[config.mk]
export PLATFORM = sky130hd
export DESIGN_NAME = wsc_device_flat
export DESIGN_NICKNAME = d
export VERILOG_FILES = /design/src/rtl/wsc_pkg.sv /design/src/rtl/wsc_link_if.sv /design/src/rtl/wsc_device.sv /design/src/flat_wrapper.sv
export SDC_FILE = /design/constraint.sdc
export NUM_CORES = 2
export LEC_CHECK = 0
export ABC_AREA = 1
export BUFFER_PORTS_ARGS = -buffer_cell sky130_fd_sc_hd__buf_2
export CORE_MARGIN = 2
export CORE_UTILIZATION = 40
export CTS_CLUSTER_SIZE = 12
export DETAILED_ROUTE_END_ITERATION = 12
export HOLD_SLACK_MARGIN = 0.03
export PLACE_DENSITY = 0.63
export SYNTH_ARGS = -nofsm -noshare
export SYNTH_HDL_FRONTEND = slang
export SYNTH_SLANG_ARGS = --single-unit
[constraint.sdc]
create_clock -name clk_sys_i -period 38.1 [get_ports clk_sys_i]
set_input_delay 1.905 -clock clk_sys_i [delete_from_list [all_inputs] [get_ports clk_sys_i]]
set_output_delay 1.905 -clock clk_sys_i [all_outputs]
set_load 0.02 [all_outputs]
[src/rtl/wsc_pkg.sv]
// shared constants and types for the weigher status and command link
// How it works
// - input word bit n-1 mirrors input n
// - output word bit n-1 mirrors output n
// - level bit set while weight exceeds level
// - setpoint word: even bit active, odd done
// - analog register reports millivolts, about eleven volts
// - command register always reads as zero
// - accepted nonzero code triggers exactly one action
// - refused action answers exception, detail readable
// - start accepted only while waiting for start
// - code 2 remote on, 3 off
// - 10..13 tare, zero, gross, net
// - 14 weight, 15 flow display, 16 print
// - 100..107 per setpoint, 132/133 all
// - print adds weight into accumulated total
// - total equals high times 10000 units plus low thousandths
// - master clears total by writing zero pair
// - master write changes total only as paired message
// - clock registers give running time count
// - preset tare register reads and writes
// - four level registers hold supervision thresholds
// - four setpoint registers hold setpoint values
// - float read returns sum of set bits
// - exception 03 means illegal data value
package wsc_pkg;
  localparam int ADDR_W = 8;
  localparam int DATA_W = 32;
  localparam int HALF_W = 16;
  localparam int NUM_CH = 4;
  localparam int CLK_HZ = 50000000;  // system clock rate
  localparam int CLK_PERIOD_NS = 20;

  // device register indices
  localparam logic [7:0] REG_DIN     = 8'h00;
  localparam logic [7:0] REG_DOUT    = 8'h01;
  localparam logic [7:0] REG_LVL_ST  = 8'h02;
  localparam logic [7:0] REG_SP_ST   = 8'h03;
  localparam logic [7:0] REG_ANALOG  = 8'h04;
  localparam logic [7:0] REG_CMD     = 8'h05;
  localparam logic [7:0] REG_CMD_ERR = 8'h06;
  localparam logic [7:0] REG_INST_ST = 8'h07;
  localparam logic [7:0] REG_STATE   = 8'h08;
  localparam logic [7:0] REG_CLOCK   = 8'h09;
  localparam logic [7:0] REG_TARE    = 8'h0A;
  localparam logic [7:0] REG_LVL0    = 8'h10;
  localparam logic [7:0] REG_SPV0    = 8'h14;
  localparam logic [7:0] REG_ACC_HI  = 8'h18;
  localparam logic [7:0] REG_ACC_LO  = 8'h19;

  // command codes
  localparam logic [15:0] CMD_NONE     = 16'h0000;
  localparam logic [15:0] CMD_START    = 16'h0001;
  localparam logic [15:0] CMD_REM_ON   = 16'h0002;
  localparam logic [15:0] CMD_REM_OFF  = 16'h0003;
  localparam logic [15:0] CMD_TARE     = 16'h000A;
  localparam logic [15:0] CMD_ZERO     = 16'h000B;
  localparam logic [15:0] CMD_GROSS    = 16'h000C;
  localparam logic [15:0] CMD_NET      = 16'h000D;
  localparam logic [15:0] CMD_DISP_WT  = 16'h000E;
  localparam logic [15:0] CMD_DISP_FL  = 16'h000F;
  localparam logic [15:0] CMD_PRINT    = 16'h0010;
  localparam logic [15:0] CMD_SP_FIRST = 16'h0064;
  localparam logic [15:0] CMD_SP_LAST  = 16'h006B;
  localparam logic [15:0] CMD_SP_ALL_ON  = 16'h0084;
  localparam logic [15:0] CMD_SP_ALL_OFF = 16'h0085;

  // exception codes on the answer
  localparam logic [7:0] EXC_NONE  = 8'h00;
  localparam logic [7:0] EXC_ADDR  = 8'h02;
  localparam logic [7:0] EXC_VALUE = 8'h03;

  // command error detail codes
  localparam logic [15:0] CERR_NONE  = 16'h0000;
  localparam logic [15:0] CERR_STATE = 16'h0001;
  localparam logic [15:0] CERR_CODE  = 16'h0002;
  localparam logic [15:0] CERR_PAIR  = 16'h0003;

  // instrument state codes and status bit
  localparam logic [15:0] STATE_WAIT_CODE = 16'h0001;
  localparam logic [15:0] STATE_RUN_CODE  = 16'h0003;
  localparam int INST_REMOTE_BIT = 0;

  // accumulated total: low part in thousandths, wraps at 10000 units
  localparam logic signed [31:0] ACC_SCALE = 32'sh0000_2710;
  localparam logic signed [31:0] ACC_WRAP  = 32'sh0098_9680;

  // single precision layout
  localparam logic [7:0] FLT_BIAS = 8'h7F;
  localparam int FLT_MANT_W = 23;

  // host side command port registers
  localparam logic [3:0] H_CTRL   = 4'h0;
  localparam logic [3:0] H_ADDR   = 4'h1;
  localparam logic [3:0] H_DATA0  = 4'h2;
  localparam logic [3:0] H_DATA1  = 4'h3;
  localparam logic [3:0] H_STATUS = 4'h4;
  localparam logic [3:0] H_RDATA0 = 4'h5;
  localparam logic [3:0] H_RDATA1 = 4'h6;
  localparam logic [3:0] H_CERR   = 4'h7;
  localparam int CTRL_GO   = 0;
  localparam int CTRL_WR   = 1;
  localparam int CTRL_PAIR = 2;
  localparam int CTRL_FLT  = 3;
  localparam int STAT_BUSY = 0;
  localparam int STAT_DONE = 1;
  localparam int STAT_EXC  = 8;

  typedef enum logic {WSC_WAIT, WSC_RUN} wsc_state_type;
  typedef enum logic [1:0] {WSC_H_IDLE, WSC_H_WAIT, WSC_H_ERRQ, WSC_H_ERRW} wsc_hstate_type;
endpackage : wsc_pkg

[src/rtl/wsc_link_if.sv]
// register message link between remote master and instrument
`timescale 1ns/1ps
`default_nettype none
interface wsc_link_if;
  logic        req_v;    // one-cycle request pulse from master
  logic        req_wr;   // write when high, read when low
  logic        req_pair; // message carries two registers
  logic        req_flt;  // bit registers answered as float
  logic [7:0]  req_addr; // first register index
  logic [31:0] req_d0;   // first register value
  logic [31:0] req_d1;   // second register value
  logic        rsp_v;    // one-cycle answer pulse
  logic [7:0]  rsp_exc;  // exception code, zero for normal
  logic [31:0] rsp_d0;   // first read value
  logic [31:0] rsp_d1;   // second read value
  modport dev (input req_v, req_wr, req_pair, req_flt, req_addr, req_d0, req_d1,
               output rsp_v, rsp_exc, rsp_d0, rsp_d1);
  modport mst (output req_v, req_wr, req_pair, req_flt, req_addr, req_d0, req_d1,
               input rsp_v, rsp_exc, rsp_d0, rsp_d1);
endinterface : wsc_link_if
`default_nettype wire

[src/rtl/wsc_device.sv]
// instrument end: status words, command decoder and value registers
`timescale 1ns/1ps
`default_nettype none
module wsc_device #(
  parameter int unsigned TICK_CYCLES = wsc_pkg::CLK_HZ  // cycles per clock second
) (
  input  wire logic               clk_sys_i,
  input  wire logic               reset_i,
  input  wire logic               clk_en_i,      // low freezes all state
  wsc_link_if.dev                 link,
  input  wire logic [3:0]         din_i,         // digital inputs active
  input  wire logic [3:0]         dout_i,        // digital outputs active
  input  wire logic [3:0]         sp_done_i,     // setpoint cycle done
  input  wire logic signed [31:0] weight_i,      // weight in thousandths
  input  wire logic signed [15:0] analog_mv_i,   // analog input in millivolts
  output logic                    running_o,     // left the wait state
  output logic                    remote_o,      // keys disabled
  output logic                    net_mode_o,    // net mode selected
  output logic                    flow_disp_o,   // flow rate on display
  output logic [3:0]              sp_active_o,   // setpoint enables
  output logic                    tare_o,        // auto tare pulse
  output logic                    zero_o,        // zero gross pulse
  output logic                    print_o,       // printout pulse
  output logic [31:0]             preset_tare_o  // preset tare value
);
  typedef struct packed {
    wsc_pkg::wsc_state_type st;
    logic                   remote;
    logic                   net;
    logic                   flow;
    logic [3:0]             sp_act;
    logic                   tare_p;
    logic                   zero_p;
    logic                   print_p;
    logic [15:0]            cerr;
    logic [31:0]            tare;
    logic [3:0][31:0]       lvl;
    logic [3:0][31:0]       spv;
    logic [31:0]            acc_hi;
    logic [31:0]            acc_lo;
    logic [31:0]            secs;
    logic [31:0]            tick;
    logic [3:0]             lvl_st;
    logic                   rsp_v;
    logic [7:0]             rsp_exc;
    logic [31:0]            rsp_d0;
    logic [31:0]            rsp_d1;
  } wsc_dev_type;

  wsc_dev_type q;  // registered state
  wsc_dev_type d;  // next state

  // unsigned bit word to single precision, exact for 16 bits
  function automatic logic [31:0] to_float(input logic [15:0] v);
    logic [4:0]  msb;
    logic [31:0] mant;
    msb = 5'h00;
    mant = 32'h0000_0000;
    for (int i = 0; i < wsc_pkg::HALF_W; i++)
    begin
      if (v[i])
      begin
        msb = 5'(i);
      end
    end
    if (v == 16'h0000)
    begin
      to_float = 32'h0000_0000;
    end
    else
    begin
      mant = {16'h0000, v} << (wsc_pkg::FLT_MANT_W - int'(msb));
      to_float = {1'b0, wsc_pkg::FLT_BIAS + {3'b000, msb}, mant[22:0]};
    end
  endfunction : to_float

  // bit registers share the optional float answer
  function automatic logic [31:0] bits_word(input logic [15:0] v, input logic flt);
    bits_word = flt ? to_float(v) : {16'h0000, v};
  endfunction : bits_word

  // next state: supervision, clock, then one link request per cycle
  always_comb
  begin
    logic [15:0]        code;
    logic [15:0]        spo;
    logic signed [31:0] sum;
    logic [7:0]         ofs;
    d = q;
    code = link.req_d0[15:0];
    spo = code - wsc_pkg::CMD_SP_FIRST;
    sum = $signed(q.acc_lo) + weight_i;
    ofs = link.req_addr - wsc_pkg::REG_LVL0;
    d.tare_p = 1'b0;
    d.zero_p = 1'b0;
    d.print_p = 1'b0;
    d.rsp_v = 1'b0;
    // weight strictly above each threshold
    for (int n = 0; n < wsc_pkg::NUM_CH; n++)
    begin
      d.lvl_st[n] = weight_i > $signed(q.lvl[n]);
    end
    // seconds counter behind the clock register
    if (q.tick >= TICK_CYCLES - 1)
    begin
      d.tick = 32'h0000_0000;
      d.secs = q.secs + 32'h0000_0001;
    end
    else
    begin
      d.tick = q.tick + 32'h0000_0001;
    end
    if (link.req_v)
    begin
      d.rsp_v = 1'b1;
      d.rsp_exc = wsc_pkg::EXC_NONE;
      d.rsp_d0 = 32'h0000_0000;
      d.rsp_d1 = 32'h0000_0000;
      if (!link.req_wr)
      begin
        // reads
        if (link.req_addr == wsc_pkg::REG_DIN)
          d.rsp_d0 = bits_word({12'h000, din_i}, link.req_flt);
        else if (link.req_addr == wsc_pkg::REG_DOUT)
          d.rsp_d0 = bits_word({12'h000, dout_i}, link.req_flt);
        else if (link.req_addr == wsc_pkg::REG_LVL_ST)
          d.rsp_d0 = bits_word({12'h000, q.lvl_st}, link.req_flt);
        else if (link.req_addr == wsc_pkg::REG_SP_ST)
          d.rsp_d0 = bits_word({8'h00, sp_done_i[3], q.sp_act[3], sp_done_i[2], q.sp_act[2],
                                sp_done_i[1], q.sp_act[1], sp_done_i[0], q.sp_act[0]},
                               link.req_flt);
        else if (link.req_addr == wsc_pkg::REG_ANALOG)
          d.rsp_d0 = {{16{analog_mv_i[15]}}, analog_mv_i};
        else if (link.req_addr == wsc_pkg::REG_CMD)
          d.rsp_d0 = 32'h0000_0000;
        else if (link.req_addr == wsc_pkg::REG_CMD_ERR)
          d.rsp_d0 = {16'h0000, q.cerr};
        else if (link.req_addr == wsc_pkg::REG_INST_ST)
          d.rsp_d0 = bits_word(16'(q.remote) << wsc_pkg::INST_REMOTE_BIT, link.req_flt);
        else if (link.req_addr == wsc_pkg::REG_STATE)
          d.rsp_d0 = {16'h0000, (q.st == wsc_pkg::WSC_RUN) ? wsc_pkg::STATE_RUN_CODE
                                                             : wsc_pkg::STATE_WAIT_CODE};
        else if (link.req_addr == wsc_pkg::REG_CLOCK)
          d.rsp_d0 = q.secs;
        else if (link.req_addr == wsc_pkg::REG_TARE)
          d.rsp_d0 = q.tare;
        else if (ofs < 8'h04)
          d.rsp_d0 = q.lvl[ofs[1:0]];
        else if (ofs < 8'h08)
          d.rsp_d0 = q.spv[ofs[1:0]];
        else if (link.req_addr == wsc_pkg::REG_ACC_HI)
        begin
          d.rsp_d0 = q.acc_hi;
          d.rsp_d1 = link.req_pair ? q.acc_lo : 32'h0000_0000;
        end
        else if (link.req_addr == wsc_pkg::REG_ACC_LO)
          d.rsp_d0 = q.acc_lo;
        else
          d.rsp_exc = wsc_pkg::EXC_ADDR;  // unmapped index
      end
      else if (link.req_addr == wsc_pkg::REG_CMD)
      begin
        // command decoder, exactly one action per accepted nonzero code
        d.cerr = wsc_pkg::CERR_NONE;
        if (code == wsc_pkg::CMD_NONE)
          d.cerr = wsc_pkg::CERR_NONE;
        else if (code == wsc_pkg::CMD_START)
        begin
          if (q.st == wsc_pkg::WSC_WAIT)
            d.st = wsc_pkg::WSC_RUN;
          else
          begin
            d.rsp_exc = wsc_pkg::EXC_VALUE;
            d.cerr = wsc_pkg::CERR_STATE;
          end
        end
        else if (code == wsc_pkg::CMD_REM_ON)
          d.remote = 1'b1;
        else if (code == wsc_pkg::CMD_REM_OFF)
          d.remote = 1'b0;
        else if (code == wsc_pkg::CMD_TARE)
          d.tare_p = 1'b1;
        else if (code == wsc_pkg::CMD_ZERO)
          d.zero_p = 1'b1;
        else if (code == wsc_pkg::CMD_GROSS)
          d.net = 1'b0;
        else if (code == wsc_pkg::CMD_NET)
          d.net = 1'b1;
        else if (code == wsc_pkg::CMD_DISP_WT)
          d.flow = 1'b0;
        else if (code == wsc_pkg::CMD_DISP_FL)
          d.flow = 1'b1;
        else if (code == wsc_pkg::CMD_PRINT)
        begin
          d.print_p = 1'b1;
          // low part wraps into high part at 10000 units
          if (sum >= wsc_pkg::ACC_WRAP)
          begin
            d.acc_lo = sum - wsc_pkg::ACC_WRAP;
            d.acc_hi = q.acc_hi + 32'h0000_0001;
          end
          else if (sum <= -wsc_pkg::ACC_WRAP)
          begin
            d.acc_lo = sum + wsc_pkg::ACC_WRAP;
            d.acc_hi = q.acc_hi - 32'h0000_0001;
          end
          else
            d.acc_lo = sum;
        end
        else if (code >= wsc_pkg::CMD_SP_FIRST && code <= wsc_pkg::CMD_SP_LAST)
          d.sp_act[spo[2:1]] = ~spo[0];
        else if (code == wsc_pkg::CMD_SP_ALL_ON)
          d.sp_act = 4'hF;
        else if (code == wsc_pkg::CMD_SP_ALL_OFF)
          d.sp_act = 4'h0;
        else
        begin
          d.rsp_exc = wsc_pkg::EXC_VALUE;
          d.cerr = wsc_pkg::CERR_CODE;
        end
      end
      else if (link.req_addr == wsc_pkg::REG_TARE)
        d.tare = link.req_d0;
      else if (ofs < 8'h04)
        d.lvl[ofs[1:0]] = link.req_d0;
      else if (ofs < 8'h08)
        d.spv[ofs[1:0]] = link.req_d0;
      else if (link.req_addr == wsc_pkg::REG_ACC_HI && link.req_pair)
      begin
        d.acc_hi = link.req_d0;
        d.acc_lo = link.req_d1;
      end
      else if (link.req_addr == wsc_pkg::REG_ACC_HI || link.req_addr == wsc_pkg::REG_ACC_LO)
      begin
        // a lone half would tear the total, so it is refused
        d.rsp_exc = wsc_pkg::EXC_VALUE;
        d.cerr = wsc_pkg::CERR_PAIR;
      end
      else
        d.rsp_exc = wsc_pkg::EXC_ADDR;  // read-only or unmapped
    end
  end

  // state register, frozen while the enable is low
  always_ff @(posedge clk_sys_i or posedge reset_i)
  begin
    if (reset_i)
      q <= '0;
    else if (clk_en_i)
      q <= d;
  end

  assign link.rsp_v    = q.rsp_v;
  assign link.rsp_exc  = q.rsp_exc;
  assign link.rsp_d0   = q.rsp_d0;
  assign link.rsp_d1   = q.rsp_d1;
  assign running_o     = (q.st == wsc_pkg::WSC_RUN);
  assign remote_o      = q.remote;
  assign net_mode_o    = q.net;
  assign flow_disp_o   = q.flow;
  assign sp_active_o   = q.sp_act;
  assign tare_o        = q.tare_p;
  assign zero_o        = q.zero_p;
  assign print_o       = q.print_p;
  assign preset_tare_o = q.tare;
endmodule : wsc_device
`default_nettype wire

[src/flat_wrapper.sv]
// flat-port wrapper written by rule: the top's interface ports become plain ports
module wsc_device_flat 
#(
  parameter int unsigned TICK_CYCLES = wsc_pkg::CLK_HZ                            
)
  (clk_sys_i, reset_i, clk_en_i, din_i, dout_i, sp_done_i, weight_i, analog_mv_i, running_o, remote_o, net_mode_o, flow_disp_o, sp_active_o, tare_o, zero_o, print_o, preset_tare_o, link_req_v, link_req_wr, link_req_pair, link_req_flt, link_req_addr, link_req_d0, link_req_d1, link_rsp_v, link_rsp_exc, link_rsp_d0, link_rsp_d1);
  wsc_link_if link_i ();
  input  wire logic clk_sys_i;
  input  wire logic reset_i;
  input  wire logic clk_en_i;
  input  wire logic [3:0] din_i;
  input  wire logic [3:0] dout_i;
  input  wire logic [3:0] sp_done_i;
  input  wire logic signed [31:0] weight_i;
  input  wire logic signed [15:0] analog_mv_i;
  output logic running_o;
  output logic remote_o;
  output logic net_mode_o;
  output logic flow_disp_o;
  output logic [3:0] sp_active_o;
  output logic tare_o;
  output logic zero_o;
  output logic print_o;
  output logic [31:0] preset_tare_o;
  input wire logic [$bits(link_i.req_v)-1:0] link_req_v;
  input wire logic [$bits(link_i.req_wr)-1:0] link_req_wr;
  input wire logic [$bits(link_i.req_pair)-1:0] link_req_pair;
  input wire logic [$bits(link_i.req_flt)-1:0] link_req_flt;
  input wire logic [$bits(link_i.req_addr)-1:0] link_req_addr;
  input wire logic [$bits(link_i.req_d0)-1:0] link_req_d0;
  input wire logic [$bits(link_i.req_d1)-1:0] link_req_d1;
  output wire logic [$bits(link_i.rsp_v)-1:0] link_rsp_v;
  output wire logic [$bits(link_i.rsp_exc)-1:0] link_rsp_exc;
  output wire logic [$bits(link_i.rsp_d0)-1:0] link_rsp_d0;
  output wire logic [$bits(link_i.rsp_d1)-1:0] link_rsp_d1;
  assign link_i.req_v = link_req_v;
  assign link_i.req_wr = link_req_wr;
  assign link_i.req_pair = link_req_pair;
  assign link_i.req_flt = link_req_flt;
  assign link_i.req_addr = link_req_addr;
  assign link_i.req_d0 = link_req_d0;
  assign link_i.req_d1 = link_req_d1;
  assign link_rsp_v = link_i.rsp_v;
  assign link_rsp_exc = link_i.rsp_exc;
  assign link_rsp_d0 = link_i.rsp_d0;
  assign link_rsp_d1 = link_i.rsp_d1;
  wsc_device #(.TICK_CYCLES(TICK_CYCLES)) u_core (.clk_sys_i(clk_sys_i), .reset_i(reset_i), .clk_en_i(clk_en_i), .link(link_i), .din_i(din_i), .dout_i(dout_i), .sp_done_i(sp_done_i), .weight_i(weight_i), .analog_mv_i(analog_mv_i), .running_o(running_o), .remote_o(remote_o), .net_mode_o(net_mode_o), .flow_disp_o(flow_disp_o), .sp_active_o(sp_active_o), .tare_o(tare_o), .zero_o(zero_o), .print_o(print_o), .preset_tare_o(preset_tare_o));
endmodule
Yosys cells after proc, flatten, opt, wreduce, memory -nomap -nowiden --
Cells that the tools add are included.
Operators by class: add/subtract/negate cells 19, multiply operators 0, div/mod/pow operators 0, order comparisons 15, eq/ne operators 40, shift operators 5, muxes and demuxes 197, bitwise logic cells 15, reduce and logical (&&, ||, !) cells 31
Operators with widths (number):
- $mux W32 | 37
- $mux W64 | 16
- $mux W371 | 2
- $mux W320 | 1
- $mux W31 | 10
- $mux W288 | 1
- $bwmux W128 | 2
- $mux W128 | 2
- $mux W8 | 32
- $mux W192 | 1
- $mux W16 | 11
- $mux W5 | 28
- $bmux W32 S2 | 2
- $gt A32 B32 Y1 | 4
- $add A32 B1 Y32 const B | 3
- $eq A16 B4 Y1 const B | 6
- $shl A4 B32 Y23 | 3
- $mux W17 | 5
- $mux W73 | 1
- $demux W32 S2 | 1
- $add A7 B5 Y8 const A | 5
- $mux W19 | 2
- $add A32 B25 Y32 const B | 1
- $add A32 B32 Y32 | 1
- other kinds (53) | 145
Storage, ports and cells: register bits 520, bits in latches 0, memory bits (writable) 0, bits in read-only memories 0, output and inout bits 116, logic and storage cells 349, memories 0

Longest topological paths before layout --
depth in word-level cells 25, depth in mapped cells 36

Worst setup path after synthesis --
Ideal clock, no wire load.
path type input to register, start in weight_i[0], end reg u_core.q[203] (netlist name), data arrival time 6038 ps, data required time 37987 ps, setup slack 31949 ps, stages on the path 32, path through ha_1 -> fa_1 -> nand3_1 -> nand3_1 -> nand2_1 -> nand2_1 -> nand2_1 -> nand3_1 -> nand2_2 -> nand2_1 -> nor2_1 -> inv_1 -> nor2_2 -> nand3_2 -> nand3_4 -> nand2_4 -> ha_1 -> nand2_1 -> o21ai_0 -> a21oi_1 -> o21bai_1 -> a21oi_1 -> o21ai_0 -> nand2_1 -> nand2_1 -> nand4_1 -> nand2_1 -> nand2_1 -> nand3_1 -> nand3_1 -> nand2_1 -> inv_1
Between the ends: word-level cells in the longest chain between the ends 15, elaborated cells on any way between the ends 18, classes of those cells add/sub: 1; order compare: 2; eq/ne: 1; mux: 13; reduce/logical: 1
RTL lines:
- from (decl) | RTL line flat_wrapper.sv:14 | input wire logic signed [31:0] weight_i;
- $add A32 B32 Y32 * | RTL line wsc_device.sv:92 | sum = $signed(q.acc_lo) + weight_i;
- $ge A32 B25 Y1 | RTL line wsc_device.sv:197 | if (sum >= wsc_pkg::ACC_WRAP)
- $mux W64 | RTL line wsc_device.sv:197
- $mux W64 | RTL line wsc_device.sv:193 | else if (code == wsc_pkg::CMD_PRINT)
- $mux W64 | RTL line wsc_device.sv:191 | else if (code == wsc_pkg::CMD_DISP_FL)
- $mux W64 | RTL line wsc_device.sv:189 | else if (code == wsc_pkg::CMD_DISP_WT)
- $mux W64 | RTL line wsc_device.sv:187 | else if (code == wsc_pkg::CMD_NET)
- $mux W64 | RTL line wsc_device.sv:185 | else if (code == wsc_pkg::CMD_GROSS)
- $mux W64 | RTL line wsc_device.sv:183 | else if (code == wsc_pkg::CMD_ZERO)
- $mux W64 | RTL line wsc_device.sv:181 | else if (code == wsc_pkg::CMD_TARE)
- $mux W64 | RTL line wsc_device.sv:179 | else if (code == wsc_pkg::CMD_REM_OFF)
- $mux W64 | RTL line wsc_device.sv:177 | else if (code == wsc_pkg::CMD_REM_ON)
- $mux W64 | RTL line wsc_device.sv:167 | else if (code == wsc_pkg::CMD_START)
- $mux W64 | RTL line wsc_device.sv:165 | if (code == wsc_pkg::CMD_NONE)
- $mux W64 | RTL line wsc_device.sv:161 | else if (link.req_addr == wsc_pkg::REG_CMD)
- to (signal assigned) | RTL line wsc_device.sv:248 | q <= '0;
- to (signal assigned) | RTL line wsc_device.sv:250 | q <= d;
- to (decl) | RTL line wsc_device.sv:50 | wsc_dev_type q;
Mark *: on every way between the ends. The rest lies on a longest branch, timed or not. The select of a mux whose other input is x is not followed. A chain may end at the register's enable or synchronous reset.

Final worst setup path --
start in weight_i[0], end reg u_core.q[196] (netlist name)
Same word-level chain as after synthesis.

==> flow_metrics.tcl <==
set metrics [dict create \
    clk_pin_slew_worst_paths_ns 0.06 \
    antenna_found_initial 11 \
    areaGrowthSynthToFinish_pct 10.0 \
    yosys_warnings 0 \
    min_to "u_core.q[140]$_DFFE_PP0P_" \
    cp_slowest_cell "nand2_4" \
    crit_required_ns 38.64 \
    grt_pass1_vias 31600 \
    fin_cells 6217 \
    gp_congestion 0.965 \
    worst_slack_ns 31.04 \
    hpwl_mm 105 \
    hp-start "u_core.q[140]$_DFFE_PP0P_" \
    cap_viol_max_count 0 \
    status "finished clean" \
    cp-start-kind "primary input" \
    seq_area_frac_synth_pct 35.7 \
    final_common_cell "nand2_1" \
    finalSetupTns_ns 0 \
    port_buffers 248 \
    period_minus_slack_ns 7.06 \
    r2r_end "u_core.q[196]$_DFFE_PP0P_" \
    ios 255 \
    drv_slew 0 \
    r2r-start "u_core.q[141]$_DFFE_PP0P_" \
    cts_sinks 500 \
    synth_area_um2 35100 \
    cts_root_buffer "clkbuf_16" \
    slew-limit-headroom_pct 21.5 \
    grt.total_usage_pct 29.9 \
    grt_max_degree 173 \
    skew_ns 0.0436 \
    cp.arrival_ns 7.60 \
    dp.cells 6108 \
    start_util_pct 40.4 \
    rows 108 \
    ir_drop_mv 0.0363 \
    hold_ws_ns 0.470 \
    wl_per_cell_um 22.2 \
    multi_input_area_um2 18300 \
    vias_per_cell 5.54 \
    clockBufferDepth 3 \
    synth_edf_count 0 \
    dp_slack_ns 30.46 \
    synth.avg_cell_area_um2 7.09 \
    clk-insertion-delay-late_ns 0.66 \
    grt_pass1_wl_mm 202 \
    power_uw 1370 \
    max_freq_mhz 142 \
    whs_path_depth 1 \
    initialDrtViolationCount 3742 \
    async_reset_ff_share_pct 100 \
    drt_wl_total_mm 138 \
    cts_made_buffers 58 \
    reg2reg_depth 30 \
    path_common_cell "nand2_1" \
    drtPass1Iterations 7 \
    ys.flop_type "dfrtp_1" \
    h-tree-depth 2 \
    cp_slowest_stage_delay_ns 0.52 \
    cts_hold_buffers 0 \
    ctsResizeCount 0 \
    fillerInstances 8919 \
    hp-class "flip-flop to flip-flop" \
    r2r_slack_ns 32.07 \
    final_cell_mix "nand2_1 (1067), inv_1 (718), dfrtp_1 (500)" \
    core_um2 86900 \
    tightest_slew_ns 1.17 \
    p_leak_uw 0.0200 \
    netlist_instances 4950 \
    die_area_um2 90100 \
    ys_ff_latch 500 \
    seqCellArea_um2 12500 \
    globalRoute.totalOverflow 0 \
    finalHoldViolations 0 \
    nets 5353 \
    setup_viol 0 \
    p_per_area_nw_per_um2 35.6 \
    worstSetupPathType "primary input to flip-flop" \
    ant_nets 0 \
    die_w_um 300 \
    die_h_um 300 \
    synth_cell_types 70 \
    endpoint_kind "flip-flop" \
    cts_setup_buffers 0 \
    cts_tree "done" \
    finalCritPeriodShare_pct 18.5 \
    vias 34500 \
    critPathMaxFanout 35 \
    drc 0 \
    drive_gt1_share_pct 10.2 \
    rsz0062_at_grt "false" \
]
[final cells by class]
cell class                 count  share of cell area [%]
inverter                     756                    7.37
clock inverter                22                   0.668
antenna                        6                  0.0389
multi-input combinational   3409                    47.3
tap                         1155                    3.74
sequential                   500                    32.4
clock buffer                  81                    4.40
timing repair buffer         288                    4.06
[sequential cells by signal, summed over array words and instances, names as in the netlist]
register	count
u_core.q	390
u_core.link.rsp_d0	32
u_core.link.rsp_d1	32
u_core.preset_tare_o	32
u_core.sp_active_o	4
u_core.link.rsp_exc	2
u_core.flow_disp_o	1
u_core.link.rsp_v	1
u_core.net_mode_o	1
u_core.print_o	1
u_core.remote_o	1
u_core.running_o	1
u_core.tare_o	1
u_core.zero_o	1
[synthesized netlist by cell type, drive strengths merged (43+ instances only)]
library cell / number / share of area [%]
o21ai: 460 / 6.6
inv: 734 / 7.9
clkbuf: 158 / 1.7
nand2: 1113 / 12
nand3: 269 / 4.0
a31oi: 46 / 0.82
xor2: 43 / 1.1
a21oi: 344 / 4.9
nand4: 55 / 0.98
dfrtp: 500 / 36
nor3: 72 / 1.0
o22ai: 84 / 1.5
buf: 132 / 2.8
nor2: 436 / 4.9
ha: 199 / 7.1
[worst max-delay path: cells and delay by family]
kind | cells | cell delay [ns]
buffers and inverters | 2 | 0.20
adders and majority gates | 3 | 1.15
xor gates and xnor gates | 1 | 0.16
and+or+nand+nor | 20 | 3.31
AOI/OAI and AO/OA | 5 | 0.81
[metrics by stage]
stage / util (%) / instance area [µm²]
after floorplan: - / 35100
after global placement: 42.2 / 36600
after detailed placement: 42.2 / 36600
after CTS: 44.4 / 38600
after global routing: 44.4 / 38600
final: 44.4 / 38600
[metal layers]
layer	vias to the layer above	share of wire, %	GRT usage (%)
met4	2	4.6	12.8
met2	1504	45	46.6
met5	-	0.014	0
li1	16400	-	-
met3	280	8.0	5.13
met1	16300	43	40.8
[where the power goes]
part	switching (µW)	internal, µW	total [µW]
combinational	169	71.1	240
sequential	12.3	544	557
clock	241	337	578
total	422	952	1370
[how the worst max path moves through the flow]
| stage | cells past startpoint | slack (ns) | end | from |
|---|---|---|---|---|
| 2_1_floorplan | 1 | 22.24 | u_core.flow_disp_o$_DFFE_PP0P_ | reset_i |
| 3_3_place_gp | 34 | 30.54 | u_core.q[204]$_DFFE_PP0P_ | weight_i[0] |
| 3_5_place_dp | 31 | 30.46 | u_core.q[196]$_DFFE_PP0P_ | weight_i[0] |
| 4_1_cts | 31 | 31.13 | u_core.q[196]$_DFFE_PP0P_ | weight_i[0] |
| 5_1_grt | 33 | 30.47 | u_core.q[189]$_DFFE_PP0P_ | weight_i[0] |
| 6_report | 31 | 31.04 | u_core.q[196]$_DFFE_PP0P_ | weight_i[0] |
[logic make-up (layout without fill, tap and decap cells)]
logic type                 Yosys count  count (layout)  share of synthesized area [%]
adders and majority gates          201             201                           7.21
AOI/OAI and AO/OA                 1128            1128                           18.4
other                                1              12                         0.0107
and+or+nand+nor                   2003            2003                           24.3
xor gates and xnor gates            62              62                           1.59
buffers and inverters             1046            1147                           12.5
DFF                                500             500                           35.7
muxes                                9               9                          0.271
(Power assumes the default switching activity.)
